--- config.mk ---
export PLATFORM = sky130hd
export DESIGN_NAME = mcba_adapter
export DESIGN_NICKNAME = d
export VERILOG_FILES = /design/src/mcba_pkg.sv /design/src/mcba_adapter.sv /design/src/mcba_sync.sv
export SDC_FILE = /design/constraint.sdc
export NUM_CORES = 1
export LEC_CHECK = 0
export ABC_AREA = 1
export BUFFER_PORTS_ARGS = -buffer_cell sky130_fd_sc_hd__buf_2
export CORE_AREA = 5 5 42 44
export CTS_BUF_LIST = sky130_fd_sc_hd__clkbuf_2 sky130_fd_sc_hd__clkbuf_4 sky130_fd_sc_hd__clkbuf_8
export DETAILED_ROUTE_END_ITERATION = 10
export DIE_AREA = 0 0 47 49
export GPL_TIMING_DRIVEN = 0
export PLACE_DENSITY_LB_ADDON = 0.15
export SYNTH_ARGS = -nofsm -noshare
export SYNTH_HDL_FRONTEND = slang
export SYNTH_HIERARCHICAL = 1
export SYNTH_SLANG_ARGS = --single-unit
--- constraint.sdc ---
create_clock -name CLK -period 1.3 [get_ports CLK]
set_input_delay 0.26 -clock CLK [delete_from_list [all_inputs] [get_ports CLK]]
set_output_delay 0.26 -clock CLK [all_outputs]
set_load 0.02 [all_outputs]
--- src/mcba_pkg.sv ---
package mcba_pkg;
   // bus clock rate and its period
   localparam int CLK_FREQ_MHZ = 125;
   localparam int CLK_PERIOD_NS = 8;
   // nominal exported bus clock rate after boot
   localparam int BUS_CLK_DEFAULT_MHZ = 80;
   // extra cycles the card enable stays low after select releases
   localparam int STRETCH_CYCLES = 2;
   localparam int STRETCH_W = 2;
   // address bit that chooses the gpio port region
   localparam int REGION_BIT = 19;
   localparam logic [19:0] GPIO_REGION_OFFSET = 20'h80000;
   // reset levels
   localparam logic CE_N_RESET = 1'b1;
   localparam logic WAIT_N_RESET = 1'b1;

   typedef enum logic [1:0] {
      ST_IDLE,
      ST_ACTIVE,
      ST_HOLD
   } mcba_state_t;
endpackage

--- src/mcba_adapter.sv ---
`timescale 1ns/1ps
module mcba_adapter (
   // clock and reset
   input wire logic CLK,
   input wire logic RST,
   // processor side
   input wire logic PROCESSOR_SELECT_ONE_N,
   input wire logic REGION_SELECT_ADDRESS_BIT,
   output logic PROCESSOR_WAIT_N,
   output logic PROCESSOR_EXTERNAL_BUS_CLOCK_EN,
   // card side
   input wire logic CARD_READY_N,
   output logic CARD_CHIP_ENABLE_N
);
   // synced pin levels
   logic sel_n_s;
   logic region_s;
   logic ready_n_s;

   // decoded access conditions
   logic select_active;
   logic card_region;
   logic card_access;
   logic in_access;
   logic in_tail;
   logic enter_access;
   logic leave_access;
   logic reselect;
   logic stretch_done;

   // access sequencer group
   mcba_pkg::mcba_state_t state_r;
   mcba_pkg::mcba_state_t state_nxt;

   // stretch counter group
   logic [mcba_pkg::STRETCH_W-1:0] cnt_r;
   logic [mcba_pkg::STRETCH_W-1:0] cnt_nxt;

   // card enable group
   logic ce_n_r;
   logic ce_n_nxt;

   // processor wait group
   logic wait_n_r;
   logic wait_n_nxt;

   // bus clock export group
   logic clk_en_r;
   logic clk_en_nxt;

   // pins cross in through two flops
   mcba_sync #(.RESET_VAL(1'b1)) u_sync_sel (
      .clk(CLK),
      .rst(RST),
      .d_in(PROCESSOR_SELECT_ONE_N),
      .q_out(sel_n_s)
   );
   mcba_sync #(.RESET_VAL(1'b0)) u_sync_region (
      .clk(CLK),
      .rst(RST),
      .d_in(REGION_SELECT_ADDRESS_BIT),
      .q_out(region_s)
   );
   mcba_sync #(.RESET_VAL(1'b1)) u_sync_ready (
      .clk(CLK),
      .rst(RST),
      .d_in(CARD_READY_N),
      .q_out(ready_n_s)
   );

   // select one low, address in the card half of the area
   assign select_active = !sel_n_s;
   assign card_region = !region_s;
   assign card_access = select_active && card_region;

   // sequencer position
   assign in_access = (state_r == mcba_pkg::ST_ACTIVE);
   assign in_tail = (state_r == mcba_pkg::ST_HOLD);

   // idle sees a card access begin
   assign enter_access = (state_r == mcba_pkg::ST_IDLE) && card_access;
   // select released, or address moved to the gpio region
   assign leave_access = in_access && !card_access;
   // processor returns while the enable is still stretched
   assign reselect = in_tail && card_access;
   // last stretch cycle spent with no reselect
   assign stretch_done = in_tail && !card_access && (cnt_r == '0);

   // access sequencer: idle, active access, stretched tail
   always_comb begin
      state_nxt = state_r;
      case (state_r)
         mcba_pkg::ST_IDLE: begin
            if (enter_access) begin
               state_nxt = mcba_pkg::ST_ACTIVE;
            end
         end
         mcba_pkg::ST_ACTIVE: begin
            if (leave_access) begin
               state_nxt = mcba_pkg::ST_HOLD;
            end
         end
         mcba_pkg::ST_HOLD: begin
            // reselect wins over the end of the tail
            if (reselect) begin
               state_nxt = mcba_pkg::ST_ACTIVE;
            end else if (stretch_done) begin
               state_nxt = mcba_pkg::ST_IDLE;
            end
         end
         default: begin
            state_nxt = mcba_pkg::ST_IDLE;
         end
      endcase
      if (RST) begin
         state_nxt = mcba_pkg::ST_IDLE;
      end
   end

   always_ff @(posedge CLK) begin
      state_r <= state_nxt;
   end

   // stretch counter: loaded on release, counts down in the tail
   always_comb begin
      cnt_nxt = cnt_r;
      case (state_r)
         mcba_pkg::ST_ACTIVE: begin
            // load so the tail lasts the stretch count
            if (leave_access) begin
               cnt_nxt =
                  mcba_pkg::STRETCH_W'(mcba_pkg::STRETCH_CYCLES - 1);
            end
         end
         mcba_pkg::ST_HOLD: begin
            if (!reselect && (cnt_r != '0)) begin
               cnt_nxt = cnt_r - 1'b1;
            end
         end
         default: begin
            cnt_nxt = cnt_r;
         end
      endcase
      if (RST) begin
         cnt_nxt = '0;
      end
   end

   always_ff @(posedge CLK) begin
      cnt_r <= cnt_nxt;
   end

   // card enable: low from access start to the end of the tail
   always_comb begin
      ce_n_nxt = 1'b1;
      case (state_r)
         mcba_pkg::ST_IDLE: begin
            if (enter_access) begin
               ce_n_nxt = 1'b0;
            end
         end
         mcba_pkg::ST_ACTIVE: begin
            ce_n_nxt = 1'b0;
         end
         mcba_pkg::ST_HOLD: begin
            // enable held low; processor keeps address meanwhile
            ce_n_nxt = stretch_done;
         end
         default: begin
            ce_n_nxt = 1'b1;
         end
      endcase
      if (RST) begin
         ce_n_nxt = mcba_pkg::CE_N_RESET;
      end
   end

   always_ff @(posedge CLK) begin
      ce_n_r <= ce_n_nxt;
   end

   // processor wait: follows card ready only during an access
   always_comb begin
      wait_n_nxt = mcba_pkg::WAIT_N_RESET;
      case (state_r)
         mcba_pkg::ST_ACTIVE: begin
            // card stretches the cycle
            wait_n_nxt = ready_n_s;
         end
         default: begin
            wait_n_nxt = mcba_pkg::WAIT_N_RESET;
         end
      endcase
      if (RST) begin
         wait_n_nxt = mcba_pkg::WAIT_N_RESET;
      end
   end

   always_ff @(posedge CLK) begin
      wait_n_r <= wait_n_nxt;
   end

   // bus clock export: gated off only while in reset
   always_comb begin
      clk_en_nxt = 1'b1;
      if (RST) begin
         clk_en_nxt = 1'b0;
      end
   end

   always_ff @(posedge CLK) begin
      clk_en_r <= clk_en_nxt;
   end

   // every output straight from its register
   assign CARD_CHIP_ENABLE_N = ce_n_r;
   assign PROCESSOR_WAIT_N = wait_n_r;
   assign PROCESSOR_EXTERNAL_BUS_CLOCK_EN = clk_en_r;
endmodule

--- src/mcba_sync.sv ---
`timescale 1ns/1ps
module mcba_sync #(
   parameter logic RESET_VAL = 1'b1
) (
   // clock and reset
   input wire logic clk,
   input wire logic rst,
   // async level in, synced level out
   input wire logic d_in,
   output logic q_out
);
   logic meta_r;
   logic meta_nxt;
   logic q_r;
   logic q_nxt;

   always_comb begin
      meta_nxt = d_in;
      q_nxt = meta_r;
      if (rst) begin
         meta_nxt = RESET_VAL;
         q_nxt = RESET_VAL;
      end
   end

   always_ff @(posedge clk) begin
      meta_r <= meta_nxt;
      q_r <= q_nxt;
   end

   assign q_out = q_r;
endmodule

==> results.cfg <==
[run_status]
status = completed

[timing]
finalSetupTns_ns = 0
finalCritPeriodShare_pct = 84.0
drv_slew = 0
slew_headroom_pct = 87.2
fin_skew_ns = 0.00112
fmax_ghz = 0.916
setup_viol = 0
finalWorstPathRequiredPeriod_ns = 1.09
hold_viol = 0
tightest_slew_ns = 0.190
rsz0062_at_grt = no

[final_layout]
nets = 74
n_antenna_cell = 0
multi_input_area_um2 = 154
fillers = 158
drive_above_1_share_pct = 23.9
seq_area_um2 = 260
stdcell_area_um2 = 549
areaGrowthSynthToFinish_pct = 17.7

[clock_network]
htreeDepth = 1
clkTransAtPathRegs_ns = 0.08
cts-root-buf = clkbuf_4
clkSinkCount = 13
clockBufferDepth = 2
cts.hold.buffers_added = 0
cts_buffers = 3
cts_tree = built
clock_latency_ns = 0.27
post_cts_buffers = 0
cts-resized-gates = 0

[critical_path]
cp_max_fo = 2
crit_chain = inv_1 -> ha_1 -> nand3b_1 -> nand3_1 -> nand2_1 -> nor2_1
slowest_delay_ns = 0.34
path_class = reg2reg
slowest_stage = dfxtp_1
critPathCaptureType = flip-flop
cp.required_ns = 1.52
start_kind = flip-flop
crit_arrival_ns = 1.31

[routing]
drtPass1Iterations = 3
ant_nets = 0
wire_per_inst_um = 8.76
routed_wl_um = 727
drt_iter0_markers = 7
avgViaCountPerCell = 4.14
vias = 344
drc = 0

[synth]
synth_area_leaders = dfxtp_1, inv_1, nand2_1
yosysTopAreaCell = dfxtp_1
yosysUniqueCellTypes = 14
ys_warn_count = 6
netlist.area_leader.share_pct = 55.8
syn_area_um2 = 467
syn_avg_cell_area_um2 = 8.33
ys_ff_latch = 13
synth_fp_nets = 62
yosysSeqAreaShare_pct = 55.8
syn_inst = 56

[die]
start_util_pct = 33.3
pin_count = 8
die_h_um = 49
row_count = 14
die_w_um = 47
core-area_mm2 = 0.00140
dieArea_mm2 = 0.00230

[global_route]
grt_usage_pct = 8.13
antenna_found_initial = 0
grt_pass1_wl_um = 1280
grt_max_degree = 9
gr-total-overflow = 0
grt_pass1_vias = 306

[power_and_ir_drop]
cellPowerDensity_mw_per_mm2 = 1300
p_leak_nw = 0.271
vdd_drop_max_mv = 0.785

[placement]
placed_cell_area_um2 = 522
hpwlAfterDp_um = 523
place_congestion = 0.707
portBuffers = 7

[job]
maxCapViolCount = 0

[worst_hold_path]
min_path_type = in2reg
-- metrics by stage --
step	util, %	hold WS, ns	std cells	total power, mW	setup slack [ns]
after floorplan	-	0.331	56	0.459	0.296
after global placement	37.2	0.389	79	0.475	0.238
after detailed placement	37.2	0.394	79	0.476	0.217
after CTS	39.2	0.141	83	0.730	0.197
after global routing	39.2	0.141	83	0.759	0.117
final	39.2	0.152	83	0.713	0.209
-- final timing paths --
kind,depth (start not counted),startpoint,end,slack (ns)
worst max register to register,6,cnt_r[0],cnt_r[1],0.21
worst max-delay path,6,cnt_r[0],cnt_r[1],0.21
worst min register to register,2,u_sync_region/meta_r,u_sync_region/q_out,0.40
worst min-delay path,3,PROCESSOR_SELECT_ONE_N,u_sync_sel/meta_r,0.15
-- per-layer routing --
| metal | share of wire [%] | global-route usage [%] | vias up | routed length, um |
|---|---|---|---|---|
| met1 | 46 | 9.78 | 149 | 332 |
| met4 | 0 | 2.76 | 0 | 0 |
| met3 | 8.7 | 6.64 | 0 | 63 |
| li1 | - | - | 187 | - |
| met2 | 46 | 10.6 | 8 | 331 |
| met5 | 0 | 0 | - | 0 |
-- placed cells by master, fill, tap and decap left out, drive strengths merged --
master   n
nand2   12
a21oi    2
nor3     1
buf      7
clkinv   1
clkbuf   3
nor2     8
nand3    2
dfxtp   13
ha       1
o211ai   1
inv     14
nor4     1
nand3b   1
-- critical path, delay by kind of cell, from the launching register on --
kind                     cells  cell delay, ns
flip-flops                   1            0.34
buffers and inverters        1            0.06
adder cells (fa/ha/maj)      1            0.28
AND/OR/NAND/NOR              4            0.37
-- flip-flops by register name, summed over array words and instances (netlist names) --
register	flops
u_sync_ready/q_out	1
cnt_r	2
PROCESSOR_WAIT_N	1
u_sync_ready/meta_r	1
u_sync_region/q_out	1
CARD_CHIP_ENABLE_N	1
state_r	2
u_sync_region/meta_r	1
u_sync_sel/q_out	1
PROCESSOR_EXTERNAL_BUS_CLOCK_EN	1
u_sync_sel/meta_r	1
-- cell usage after synthesis --
cell,instances
nand3_1,2
nor3_1,1
dfxtp_1,13
nand2_1,10
nor2_4,2
o211ai_1,1
nor2_1,6
a21oi_1,2
nand3b_1,1
nor4_1,1
ha_1,1
inv_2,1
inv_1,13
nand2_2,2
-- area by class of cell --
| cell class | instances | share of cell area, % |
|---|---|---|
| Sequential cell | 13 | 47.4 |
| Multi-Input combinational cell | 29 | 28.0 |
| Inverter | 14 | 9.57 |
| Timing Repair Buffer | 7 | 6.38 |
| Clock buffer | 3 | 4.10 |
| Tap cell | 16 | 3.64 |
| Clock inverter | 1 | 0.911 |
-- cells by family (layout without fill, tap and decap cells) --
family,Yosys count,count (layout),synth area share [%]
buffers and inverters,14,25,11.3
DFF,13,13,55.8
AOI/OAI and AO/OA,3,3,3.75
and+or+nand+nor,25,25,26.5
adders and majority gates,1,1,2.68
-- report_power, final --
part | switching [mW] | internal (mW) | leakage (nW)
Clock | 0.133 | 0.114 | 0.0177
Sequential | 0.00665 | 0.413 | 0.107
Combinational | 0.0269 | 0.0188 | 0.147
(Power assumes the default switching activity.)
